--- src/logic/sgp_pkg.sv ---
package sgp_pkg;
    // ******************************
    // sizes and identifier layout
    // ******************************
    localparam int NIRQ = 8; // shared interrupts held here
    localparam int NBASE = 4; // of them in the regular range
    localparam int IDX_W = 3; // index width
    localparam int ID_W = 13; // interrupt_identifier width
    localparam int BPR_W = 3; // binary point width
    localparam logic [ID_W-1:0] BASE_ID = 13'h0020; // first regular id
    localparam logic [ID_W-1:0] EXT_ID = 13'h1000; // extended range start
    localparam logic [ID_W-1:0] EXT_LAST = 13'h13ff; // extended range end
    localparam logic [ID_W-1:0] SPURIOUS = 13'h03ff; // nothing to give
    // ******************************
    // implementation choices
    // ******************************
    localparam logic HAS_ESPI = 1'h1; // extended range built
    localparam logic HAS_MBIS = 1'h1; // message writes built
    localparam logic LVL_PCLR_MSG = 1'h0; // pending clear hits msg level
    localparam logic LVL_MCLR_SW = 1'h0; // msg clear hits sw pending
    localparam logic ACK_CLR_SW = 1'h1; // ack clears sw pending
    // ******************************
    // register offsets
    // ******************************
    localparam logic [7:0] A_CTRL = 8'h00;
    localparam logic [7:0] A_TYPE = 8'h04;
    localparam logic [7:0] A_SET_NS = 8'h08;
    localparam logic [7:0] A_SET_S = 8'h0c;
    localparam logic [7:0] A_CLR_NS = 8'h10;
    localparam logic [7:0] A_CLR_S = 8'h14;
    localparam logic [7:0] A_PSET = 8'h18;
    localparam logic [7:0] A_PCLR = 8'h1c;
    localparam logic [7:0] A_GRP = 8'h20;
    localparam logic [7:0] A_MOD = 8'h24;
    localparam logic [7:0] A_EDGE = 8'h28;
    localparam logic [7:0] A_ACT = 8'h2c;
    localparam logic [7:0] A_ACK0 = 8'h30;
    localparam logic [7:0] A_ACK1 = 8'h34;
    localparam logic [7:0] A_EOI0 = 8'h38;
    localparam logic [7:0] A_EOI1 = 8'h3c;
    localparam logic [7:0] A_BP0 = 8'h40;
    localparam logic [7:0] A_BP1 = 8'h44;
    localparam logic [7:0] A_HP0 = 8'h48;
    localparam logic [7:0] A_HP1 = 8'h4c;
    localparam logic [7:0] A_ROUTE = 8'h50;
    localparam logic [7:0] A_NSACR = 8'h54;
    localparam logic [7:0] A_SGI = 8'h58;
    // ******************************
    // control and type fields
    // ******************************
    localparam int CTRL_W = 10;
    localparam int C_DS = 0; // disable_security_bit
    localparam int C_LEGACY = 1; // legacy operation
    localparam int C_CBPR = 2; // common_binary_point_bit
    localparam int C_CBPR_NS = 3; // common_point_nonsecure_sel
    localparam int C_CBPR_S = 4; // common_point_secure_sel
    localparam int C_SRE = 5; // sysreg_interface_enable
    localparam int C_EL3 = 6; // highest_exception_level present
    localparam int C_EN0 = 7; // group0_enable
    localparam int C_EN1NS = 8; // group1_enable, non-secure
    localparam int C_EN1S = 9; // group1_enable, secure
    localparam int T_ESPI = 0; // extended_shared_range_present
    localparam int T_MBIS = 1; // message_shared_irq_present
    localparam int T_LPI = 2; // locality group code, two bits
    localparam int NSACR_G0 = 0; // non-secure may raise group 0
    localparam int NSACR_S1 = 1; // non-secure may raise secure group 1
    // ******************************
    // group codes
    // ******************************
    localparam logic [1:0] GRP_G0 = 2'h0;
    localparam logic [1:0] GRP_S1 = 2'h1;
    localparam logic [1:0] GRP_NS1 = 2'h2; // also plain group 1
    // ******************************
    // state
    // ******************************
    typedef struct packed {
        logic [CTRL_W-1:0] ctrl;
        logic [NIRQ-1:0] edge_cfg, grp, modf, route, pend_sw, pend_msg, act;
        logic [NIRQ-1:0] s1, s2, s3, filt;
        logic [BPR_W-1:0] bp0, bp1ns, bp1s;
        logic [1:0] nsacr;
        logic [31:0] rdata;
        logic irq0, irq1, software_generated_irq;
        logic [1:0] sgi_grp;
    } sgp_state_t;
    localparam sgp_state_t SGP_STATE_RST = '0;
endpackage : sgp_pkg

--- src/logic/sgp_shared_irq.sv ---
`timescale 1ns/1ns
// Contract
// - shared irq has group, trigger mode, route
// - extended range 4096-5119, off in legacy
// - message capability bit; secure, non-secure registers
// - edge: message set pends; activation, clears remove
// - level: message set pends until message clear
// - level acked while asserted: active and pending
// - level cross-clear behaviour fixed and documented
// - ack clearing software pending is fixed choice
// - security on: three groups, group 0 secure
// - security off: one state, two groups
// - group from select bit plus modifier bit
// - locality irqs non-secure group 1 or group 1
// - per group ack, completion, point, highest, enable
// - common point bit reuses group 0 point
// - separate common point selects per security state
// - security on: requester state checked
// - security off: no requester state checks
// - sgi raise depends state and access control
// - security off: sgi raised regardless of control
// - secure group 1 as group 0 conditions
// - active and pending never signalled
// - ack read moves pending to active
module sgp_shared_irq
    import sgp_pkg::*;
(
    // clock and reset
    input wire logic I_REF_CLK,
    input wire logic I_RST,
    // register port
    input wire logic [7:0] I_ADDR,
    input wire logic [31:0] I_WDATA,
    input wire logic I_WR,
    input wire logic I_RD,
    input wire logic I_SECURE,
    output logic [31:0] O_RDATA,
    // wired peripheral lines
    input wire logic [NIRQ-1:0] I_WIRED_IRQ,
    // toward the processor_element
    output logic O_IRQ_G0,
    output logic O_IRQ_G1,
    output logic O_SGI_RAISE,
    output logic [1:0] O_SGI_GRP
);
    // ******************************
    // state and helpers
    // ******************************
    sgp_state_t r; // registered state
    sgp_state_t next_r; // next state
    logic ds; // single security state
    logic legacy; // extended range disabled
    logic [NIRQ-1:0] impl_m; // implemented ids
    logic [NIRQ-1:0] acc_m; // requester may touch
    logic [NIRQ-1:0] pend_v; // pending, any source
    logic [NIRQ-1:0] cand0, cand1, cand1t; // signalable
    logic [1:0] dgrp [NIRQ]; // distributor group
    logic [1:0] cgrp [NIRQ]; // cpu interface view
    logic [1:0] tgt1; // group 1 seen by requester
    logic en1t; // its enable
    logic [IDX_W:0] wr_look; // valid flag and index
    logic [IDX_W-1:0] wr_idx; // index of named id
    logic [IDX_W-1:0] hp0, hp1; // highest pending
    logic hv0, hv1; // highest valid
    logic [NIRQ-1:0] set_m, mclr_m, pset_m, pclr_m, ack_m, deact_m;
    logic [NIRQ-1:0] clr_msg, clr_sw, wired_rise;
    logic ack0_ns; // non-secure group 0 ack

    // ******************************
    // identifier helpers
    // ******************************
    // map an id to an index; out-of-range ids come back invalid
    function automatic logic [IDX_W:0] id_lookup(
        input logic [ID_W-1:0] id,
        input logic leg
    );
        logic [IDX_W:0] res;
        res = '0;
        if (id >= BASE_ID && id < BASE_ID + ID_W'(NBASE))
        begin
            res = {1'b1, IDX_W'(id - BASE_ID)};
        end
        else if (HAS_ESPI && !leg && id >= EXT_ID && id <= EXT_LAST
                 && id < EXT_ID + ID_W'(NIRQ - NBASE))
        begin
            res = {1'b1, IDX_W'(id - EXT_ID + ID_W'(NBASE))};
        end
        return res;
    endfunction : id_lookup

    function automatic logic [ID_W-1:0] idx_id(input logic [IDX_W-1:0] i);
        logic [ID_W-1:0] res;
        res = (32'(i) < NBASE) ? BASE_ID + ID_W'(i)
                               : EXT_ID + ID_W'(i) - ID_W'(NBASE);
        return res;
    endfunction : idx_id

    // ******************************
    // next state
    // ******************************
    // one pass: decode the access, then update pending and active
    always_comb
    begin
        next_r = r;
        next_r.rdata = '0;
        next_r.software_generated_irq = 1'b0;
        ds = r.ctrl[C_DS];
        legacy = r.ctrl[C_LEGACY];
        impl_m = '0;
        acc_m = '0;
        cand0 = '0;
        cand1 = '0;
        cand1t = '0;
        set_m = '0;
        mclr_m = '0;
        pset_m = '0;
        pclr_m = '0;
        ack_m = '0;
        deact_m = '0;
        hp0 = '0;
        hp1 = '0;
        hv0 = 1'b0;
        hv1 = 1'b0;
        // single state: group 1 is one group, keyed as non-secure
        tgt1 = (ds || !I_SECURE) ? GRP_NS1 : GRP_S1;
        en1t = (tgt1 == GRP_S1) ? r.ctrl[C_EN1S] : r.ctrl[C_EN1NS];
        ack0_ns = !ds && !I_SECURE;
        wr_look = id_lookup(I_WDATA[ID_W-1:0], legacy);
        wr_idx = wr_look[IDX_W-1:0];
        // wired lines: a change counts once stages two and three agree
        next_r.s1 = I_WIRED_IRQ;
        next_r.s2 = r.s1;
        next_r.s3 = r.s2;
        next_r.filt = (r.s2 & ~(r.s2 ^ r.s3)) | (r.filt & (r.s2 ^ r.s3));
        wired_rise = next_r.filt & ~r.filt & r.edge_cfg;
        pend_v = r.pend_sw | r.pend_msg | (r.filt & ~r.edge_cfg);
        for (int i = 0; i < NIRQ; i++)
        begin
            impl_m[i] = (i < NBASE) || (HAS_ESPI && !legacy);
            if (ds)
            begin
                dgrp[i] = r.grp[i] ? GRP_NS1 : GRP_G0;
            end
            else if (r.grp[i])
            begin
                dgrp[i] = GRP_NS1;
            end
            else
            begin
                dgrp[i] = r.modf[i] ? GRP_S1 : GRP_G0;
            end
            // secure group 1 folds into group 0 without the top level
            cgrp[i] = dgrp[i];
            if (dgrp[i] == GRP_S1 && (!r.ctrl[C_EL3] || !r.ctrl[C_SRE]))
            begin
                cgrp[i] = GRP_G0;
            end
            // non-secure requester touches only non-secure group 1
            acc_m[i] = impl_m[i] && (ds || I_SECURE
                                     || dgrp[i] == GRP_NS1);
            // active and pending stays hidden from the element
            cand0[i] = pend_v[i] && !r.act[i] && cgrp[i] == GRP_G0
                       && r.ctrl[C_EN0];
            cand1[i] = pend_v[i] && !r.act[i]
                       && ((cgrp[i] == GRP_NS1 && r.ctrl[C_EN1NS])
                       || (cgrp[i] == GRP_S1 && r.ctrl[C_EN1S]));
            cand1t[i] = pend_v[i] && !r.act[i] && cgrp[i] == tgt1 && en1t;
        end
        // lowest index wins; no priority field is kept here
        for (int i = NIRQ - 1; i >= 0; i--)
        begin
            if (cand0[i])
            begin
                hp0 = IDX_W'(i);
                hv0 = 1'b1;
            end
            if (cand1t[i])
            begin
                hp1 = IDX_W'(i);
                hv1 = 1'b1;
            end
        end
        // register writes
        if (I_WR)
        begin
            if (I_ADDR == A_CTRL && (ds || I_SECURE))
            begin
                next_r.ctrl = I_WDATA[CTRL_W-1:0];
            end
            else if (I_ADDR == A_SET_NS && HAS_MBIS && wr_look[IDX_W])
            begin
                // non-secure view reaches non-secure group 1 only
                set_m[wr_idx] = ds || dgrp[wr_idx] == GRP_NS1;
            end
            else if (I_ADDR == A_SET_S && HAS_MBIS && wr_look[IDX_W])
            begin
                set_m[wr_idx] = ds || I_SECURE;
            end
            else if (I_ADDR == A_CLR_NS && HAS_MBIS && wr_look[IDX_W])
            begin
                mclr_m[wr_idx] = ds || dgrp[wr_idx] == GRP_NS1;
            end
            else if (I_ADDR == A_CLR_S && HAS_MBIS && wr_look[IDX_W])
            begin
                mclr_m[wr_idx] = ds || I_SECURE;
            end
            else if (I_ADDR == A_PSET)
            begin
                pset_m = I_WDATA[NIRQ-1:0] & acc_m;
            end
            else if (I_ADDR == A_PCLR)
            begin
                pclr_m = I_WDATA[NIRQ-1:0] & acc_m;
            end
            else if (I_ADDR == A_GRP && (ds || I_SECURE))
            begin
                next_r.grp = I_WDATA[NIRQ-1:0];
            end
            else if (I_ADDR == A_MOD && (ds || I_SECURE))
            begin
                next_r.modf = I_WDATA[NIRQ-1:0];
            end
            else if (I_ADDR == A_EDGE)
            begin
                next_r.edge_cfg = (r.edge_cfg & ~acc_m)
                                  | (I_WDATA[NIRQ-1:0] & acc_m);
            end
            else if (I_ADDR == A_ROUTE)
            begin
                next_r.route = (r.route & ~acc_m)
                               | (I_WDATA[NIRQ-1:0] & acc_m);
            end
            else if (I_ADDR == A_EOI0 && wr_look[IDX_W] && !ack0_ns)
            begin
                deact_m[wr_idx] = cgrp[wr_idx] == GRP_G0;
            end
            else if (I_ADDR == A_EOI1 && wr_look[IDX_W])
            begin
                deact_m[wr_idx] = cgrp[wr_idx] == tgt1;
            end
            else if (I_ADDR == A_BP0 && !ack0_ns)
            begin
                next_r.bp0 = I_WDATA[BPR_W-1:0];
            end
            else if (I_ADDR == A_BP1 && tgt1 == GRP_S1)
            begin
                next_r.bp1s = I_WDATA[BPR_W-1:0];
            end
            else if (I_ADDR == A_BP1)
            begin
                next_r.bp1ns = I_WDATA[BPR_W-1:0];
            end
            else if (I_ADDR == A_NSACR && (ds || I_SECURE))
            begin
                next_r.nsacr = I_WDATA[1:0];
            end
            else if (I_ADDR == A_SGI)
            begin
                // secure or single-state requesters always may raise
                next_r.software_generated_irq = ds || I_SECURE
                    || I_WDATA[1:0] == GRP_NS1
                    || (I_WDATA[1:0] == GRP_G0 && r.nsacr[NSACR_G0])
                    || (I_WDATA[1:0] == GRP_S1
                        && r.nsacr[NSACR_S1]);
                next_r.sgi_grp = I_WDATA[1:0];
            end
        end
        // register reads; the answer stands one cycle later
        if (I_RD)
        begin
            if (I_ADDR == A_CTRL)
            begin
                next_r.rdata = 32'(r.ctrl);
            end
            else if (I_ADDR == A_TYPE)
            begin
                next_r.rdata[T_ESPI] = HAS_ESPI && !legacy;
                next_r.rdata[T_MBIS] = HAS_MBIS;
                next_r.rdata[T_LPI+:2] = GRP_NS1;
            end
            else if (I_ADDR == A_PSET || I_ADDR == A_PCLR)
            begin
                next_r.rdata = 32'(pend_v & acc_m);
            end
            else if (I_ADDR == A_GRP)
            begin
                next_r.rdata = 32'(r.grp);
            end
            else if (I_ADDR == A_MOD)
            begin
                next_r.rdata = 32'(r.modf);
            end
            else if (I_ADDR == A_EDGE)
            begin
                next_r.rdata = 32'(r.edge_cfg);
            end
            else if (I_ADDR == A_ROUTE)
            begin
                next_r.rdata = 32'(r.route);
            end
            else if (I_ADDR == A_ACT)
            begin
                next_r.rdata = 32'(r.act & acc_m);
            end
            else if (I_ADDR == A_ACK0 || I_ADDR == A_HP0)
            begin
                next_r.rdata = 32'(SPURIOUS);
                if (hv0 && !ack0_ns)
                begin
                    next_r.rdata = 32'(idx_id(hp0));
                    ack_m[hp0] = I_ADDR == A_ACK0;
                end
            end
            else if (I_ADDR == A_ACK1 || I_ADDR == A_HP1)
            begin
                next_r.rdata = 32'(SPURIOUS);
                if (hv1)
                begin
                    next_r.rdata = 32'(idx_id(hp1));
                    ack_m[hp1] = I_ADDR == A_ACK1;
                end
            end
            else if (I_ADDR == A_BP0)
            begin
                next_r.rdata = 32'(r.bp0);
            end
            else if (I_ADDR == A_BP1)
            begin
                // global common bit first, then per-state selects
                if (r.ctrl[C_CBPR]
                    || (tgt1 == GRP_S1 && r.ctrl[C_CBPR_S])
                    || (tgt1 == GRP_NS1 && r.ctrl[C_CBPR_NS]))
                begin
                    next_r.rdata = 32'(r.bp0);
                end
                else
                begin
                    next_r.rdata = 32'((tgt1 == GRP_S1) ? r.bp1s : r.bp1ns);
                end
            end
            else if (I_ADDR == A_NSACR)
            begin
                next_r.rdata = 32'(r.nsacr);
            end
        end
        // edge: activation and every clear drop it; level: only msg clear
        clr_msg = (r.edge_cfg & (mclr_m | pclr_m | ack_m))
                  | (~r.edge_cfg & mclr_m)
                  | (~r.edge_cfg & pclr_m & {NIRQ{LVL_PCLR_MSG}});
        clr_sw = pclr_m | (r.edge_cfg & mclr_m)
                 | (~r.edge_cfg & mclr_m & {NIRQ{LVL_MCLR_SW}})
                 | (ack_m & {NIRQ{ACK_CLR_SW}});
        // a set in the same cycle as a clear wins
        next_r.pend_msg = (r.pend_msg & ~clr_msg) | set_m
                          | (wired_rise & impl_m);
        next_r.pend_sw = (r.pend_sw & ~clr_sw) | pset_m;
        // a level source still asserted stays pending: active and pending
        next_r.act = (r.act & ~(deact_m & r.act)) | ack_m;
        next_r.irq0 = |cand0;
        next_r.irq1 = |cand1;
    end

    // ******************************
    // state register
    // ******************************
    always_ff @(posedge I_REF_CLK)
    begin
        if (I_RST)
        begin
            r <= SGP_STATE_RST;
        end
        else
        begin
            r <= next_r;
        end
    end

    assign O_RDATA = r.rdata;
    assign O_IRQ_G0 = r.irq0;
    assign O_IRQ_G1 = r.irq1;
    assign O_SGI_RAISE = r.software_generated_irq;
    assign O_SGI_GRP = r.sgi_grp;

    // ******************************
    // checks
    // ******************************
    hidden_ap_a: assert property (
        @(posedge I_REF_CLK) disable iff (I_RST)
        ((pend_v & ~r.act) == '0) |=> !O_IRQ_G0 && !O_IRQ_G1)
        else $error("active interrupt signalled");
    edge_set_a: assert property (
        @(posedge I_REF_CLK) disable iff (I_RST)
        (set_m != '0 && r.edge_cfg[wr_idx]) |=> r.pend_msg[$past(wr_idx)])
        else $error("edge message set did not pend");
    level_hold_a: assert property (
        @(posedge I_REF_CLK) disable iff (I_RST)
        (mclr_m == '0 && !LVL_PCLR_MSG) |=>
        (($past(r.pend_msg & ~r.edge_cfg) & ~r.pend_msg) == '0))
        else $error("level message pend lost without clear");
    level_ack_a: assert property (
        @(posedge I_REF_CLK) disable iff (I_RST)
        (ack_m != '0 && !r.edge_cfg[hp0] && r.pend_msg[hp0]
         && I_ADDR == A_ACK0 && mclr_m == '0) |=>
        r.act[$past(hp0)] && r.pend_msg[$past(hp0)])
        else $error("level ack not active and pending");
    ack_active_a: assert property (
        @(posedge I_REF_CLK) disable iff (I_RST)
        (I_RD && I_ADDR == A_ACK1 && hv1) |=>
        r.act[$past(hp1)] && O_RDATA == 32'(idx_id($past(hp1))))
        else $error("ack did not activate");
    type_espi_a: assert property (
        @(posedge I_REF_CLK) disable iff (I_RST)
        (I_RD && I_ADDR == A_TYPE) |=>
        O_RDATA[T_ESPI] == (HAS_ESPI && !$past(legacy)))
        else $error("extended range bit wrong");
    common_bp_a: assert property (
        @(posedge I_REF_CLK) disable iff (I_RST)
        (I_RD && I_ADDR == A_BP1 && r.ctrl[C_CBPR]) |=>
        O_RDATA == 32'($past(r.bp0)))
        else $error("common point not used");
    ns_ack0_a: assert property (
        @(posedge I_REF_CLK) disable iff (I_RST)
        (I_RD && I_ADDR == A_ACK0 && !ds && !I_SECURE) |=>
        O_RDATA == 32'(SPURIOUS) && r.act == $past(r.act))
        else $error("non-secure group 0 ack not refused");
    sgi_free_a: assert property (
        @(posedge I_REF_CLK) disable iff (I_RST)
        (I_WR && I_ADDR == A_SGI && ds) |=>
        O_SGI_RAISE ##1 (O_SGI_RAISE == $past(I_WR && I_ADDR == A_SGI)))
        else $error("single state sgi not raised");
endmodule : sgp_shared_irq

--- config.mk ---
export PLATFORM = sky130hd
export DESIGN_NAME = sgp_shared_irq
export DESIGN_NICKNAME = d
export VERILOG_FILES = /design/src/logic/sgp_pkg.sv /design/src/logic/sgp_shared_irq.sv
export SDC_FILE = /design/constraint.sdc
export NUM_CORES = 1
export LEC_CHECK = 0
export BUFFER_PORTS_ARGS = -buffer_cell sky130_fd_sc_hd__buf_2
export CAP_MARGIN = 20
export CORE_MARGIN = 2
export CORE_UTILIZATION = 60
export CTS_BUF_LIST = sky130_fd_sc_hd__clkbuf_4 sky130_fd_sc_hd__clkbuf_8
export CTS_CLUSTER_DIAMETER = 50
export DETAILED_ROUTE_END_ITERATION = 8
export PLACE_DENSITY = 0.82
export SKIP_CTS_REPAIR_TIMING = 1
export SLEW_MARGIN = 20
export SYNTH_ARGS = -nofsm -noshare
export SYNTH_HDL_FRONTEND = slang
export SYNTH_SLANG_ARGS = --single-unit
export TNS_END_PERCENT = 100
--- constraint.sdc ---
create_clock -name I_REF_CLK -period 3.4 [get_ports I_REF_CLK]
set_input_delay 0.34 -clock I_REF_CLK [delete_from_list [all_inputs] [get_ports I_REF_CLK]]
set_output_delay 0.34 -clock I_REF_CLK [all_outputs]
set_load 0.01 [all_outputs]
==> metrics <==
status=complete, no violations; CP Buf/Inv Count=2; Die Area=between 0.01 and 0.015 mm2; DRC Markers=0; synthesized area=0.00775 mm2; post-synthesis register bit count=125; IO Count=90; Initial Util=61.4%; post-synthesis sequential area ratio=32.3%; RSZ-0062 raised after global routing=false; top-area cell type share of the netlist area=32.3%; dpl ws=approximately 0.16 ns; CORE AREA=~0.013 mm2; fmax=roughly 320 MHz; Sink Count=125; Final GP Congestion=1.14; Area contributors post-synth=dfxtp_1 (32%), mux2i_1 (5.8%), nor2_1 (5.8%), nand2_1 (4.5%), buf_4 (3.9%); post-synth top area cell=dfxtp_1; first-pass detailed-route iteration total=6; nets=between 1k and 1.5k; Crit Path Category=reg -> reg; endpoints failing hold=0; worst reg2reg path startpoint=ds$_SDFFE_PP0P_; worst reg-to-reg setup slack=0.30 ns; P_leak=3.25 nW; WL final=roughly 29 mm; syn_area_per_cell=7.86 um2; Post-DP Area=0.00819 mm2; vias in the first global route=between 7k and 8k; Main synth FF type=dfxtp_1; largest net degree at the start of global routing=61; die height=118 um; fin. max-slew vios=0; cell family with most CP delay=compound AO/OA/AOI/OAI gates; Cell variety after synth=around 100; most frequent cell after synthesis=dfxtp_1; hpwl dp=21.6 mm; WP data arrival=3.41 ns; Clock Tree Buf Depth=2; Area growth syn-to-layout=10.4%; Worst Reg-to-Reg Cells=10; P per Cell Area=about 350 mW/mm2; Hold Crit Depth=2; Die Width=between 100 and 150 um; CTS Root Cell=clkbuf_8; worst hold path endpoint=next_r[65]$_SDFF_PP0_; clk_lat worst skew=0.47 ns; # H-tree levels=4; number of synthesized flops with an enable pin=0; Via density=6.83; number of port buffers=49; Cells after Synth=around 1000; setup tns final=0 ns; # rows=41; CTS Buf Count=17; Worst EP required=3.71 ns; Overflow after GRT=0; worst-margin pin slew=0.753 ns; clock-pin slew on the worst setup and hold paths=0.08 ns; Setup Viol. Count Final=0; wire length per cell=23.7 um; crit path max fanout=10; CP max stage cell=a21boi_1; max cap viols=0; DRT iter0 DRCs=1463; via count=8336; Worst Hold Class=in -> reg; YS warnings=0; Top cell by count, worst path=buf_4; period utilisation layout=roughly nine tenths; clock period minus worst slack=between 3 and 4 ns; Global Route Usage Sum=41.7%; first-pass GRT wire length=44.1 mm; CP peak stage delay=0.52 ns; # diodes=0; synth cell count leaders=dfxtp_1 (125), nor2_1 (119), nand2_1 (92); initial antenna violation count=0; filler cell count in the final layout=around 1.1k; crit start category=register; CP cell instances=and4b_4 > buf_4 > nand4_1 > a21boi_1 > o21bai_1 > o21ba_2 > nor4_1 > buf_4 > o21ai_0 > o311ai_1; Max VDD drop=0.000331 V; TritonCTS clock tree=done; hold path startpoint=I_WIRED_IRQ[1]; design area=0.00856 mm2; Layout Skew=0.0192 ns; setup ws final=0.296 ns; Rel. slew slack=approximately half; asr flop ratio synth=0%; share of cells above drive strength 1=17.1%; DRT antenna net count=0; RR Endpoint=r[87]$_SDFF_PP0_; element type at the critical path end=register
==> report_power, final <==
part | leakage [nW] | total, mW | internal, mW | switching, mW
logic | 2.05 | 0.253 | 0.0725 | 0.181
registers | 1.01 | 1.49 | 1.48 | 0.0138
clock network | 0.185 | 1.26 | 0.587 | 0.673
total | 3.25 | 3.01 | 2.14 | 0.868
==> cell type report <==
cell class	count	area, um2	area share, %
Inverter	15	56.3	0.658
Multi-Input combinational cell	768	4720	55.1
Clock buffer	17	234	2.73
Sequential cell	125	2500	29.2
Clock inverter	15	136	1.59
Timing Repair Buffer	109	698	8.16
Tap cell	172	215	2.51
==> routing by layer <==
layer / wire (um) / global-route usage (%) / share of wire, %
met1: 11000 / 54.1 / 38
met5: 0 / 0 / 0
met2: 11900 / 59.4 / 41
met4: 2050 / 25.5 / 7.1
met3: 4020 / 14.1 / 14
==> cells in the final DEF, fill, tap and decap left out, types with 21 or more instances in the layout <==
cell	count
nor2_1	119
buf_4	61
dfxtp_1	125
nor2b_1	38
buf_2	48
a21oi_1	55
o21ai_0	39
conb_1	21
nand3_1	60
mux2i_1	45
nand2_1	92
==> flip-flops by register name (all words and copies together), names as in the netlist <==
| name | cells |
|---|---|
| legacy | 1 |
| r | 91 |
| O_SGI_RAISE | 1 |
| O_SGI_GRP | 2 |
| ds | 1 |
| O_IRQ_G1 | 1 |
| next_r | 16 |
| O_RDATA | 11 |
| O_IRQ_G0 | 1 |
==> metrics by stage <==
step	util (%)	power (mW)	hold WS, ns	instances
3_3_place_gp	64.9	1.76	0.416	1189
2_1_floorplan	-	1.69	0.414	1006
5_1_grt	67.8	3.09	0.0762	1221
3_5_place_dp	64.9	1.77	0.422	1189
4_1_cts	67.8	3.00	0.0731	1221
6_report	67.8	3.01	0.0800	1221
==> cells by family (layout without fill, tap and decap cells) <==
logic type | count (synthesis) | in the layout | share of synthesized area [%]
muxes | 45 | 45 | 5.81
other | 1 | 21 | 0.0484
DFF | 125 | 125 | 32.3
buffers and inverters | 113 | 156 | 7.86
AOI/OAI and AO/OA | 246 | 246 | 23.1
and+or+nand+nor | 455 | 455 | 30.8
xor gates and xnor gates | 1 | 1 | 0.113
==> worst reg2reg max path: stages (launching register included) <==
cell and delay, ns:
dfxtp_1 0.45, and4b_4 0.47, buf_4 0.18, nand4_1 0.10, a21boi_1 0.52, o21bai_1 0.26
o21ba_2 0.22, nor4_1 0.07, buf_4 0.16, o21ai_0 0.36, o311ai_1 0.18
==> worst max path at each step <==
stage | from | slack, ns | cells after the start | to
floorplan | I_ADDR[4] | 0.93 | 10 | r[101]$_SDFF_PP0_
global placement | I_WDATA[2] | 0.26 | 9 | r[90]$_SDFF_PP0_
detailed placement | I_WDATA[2] | 0.16 | 9 | r[90]$_SDFF_PP0_
CTS | ds$_SDFFE_PP0P_ | 0.41 | 9 | r[94]$_SDFF_PP0_
global route | ds$_SDFFE_PP0P_ | 0.11 | 10 | r[87]$_SDFF_PP0_
finish | ds$_SDFFE_PP0P_ | 0.30 | 10 | r[87]$_SDFF_PP0_
Note: power is estimated with default switching activity, not from simulation.
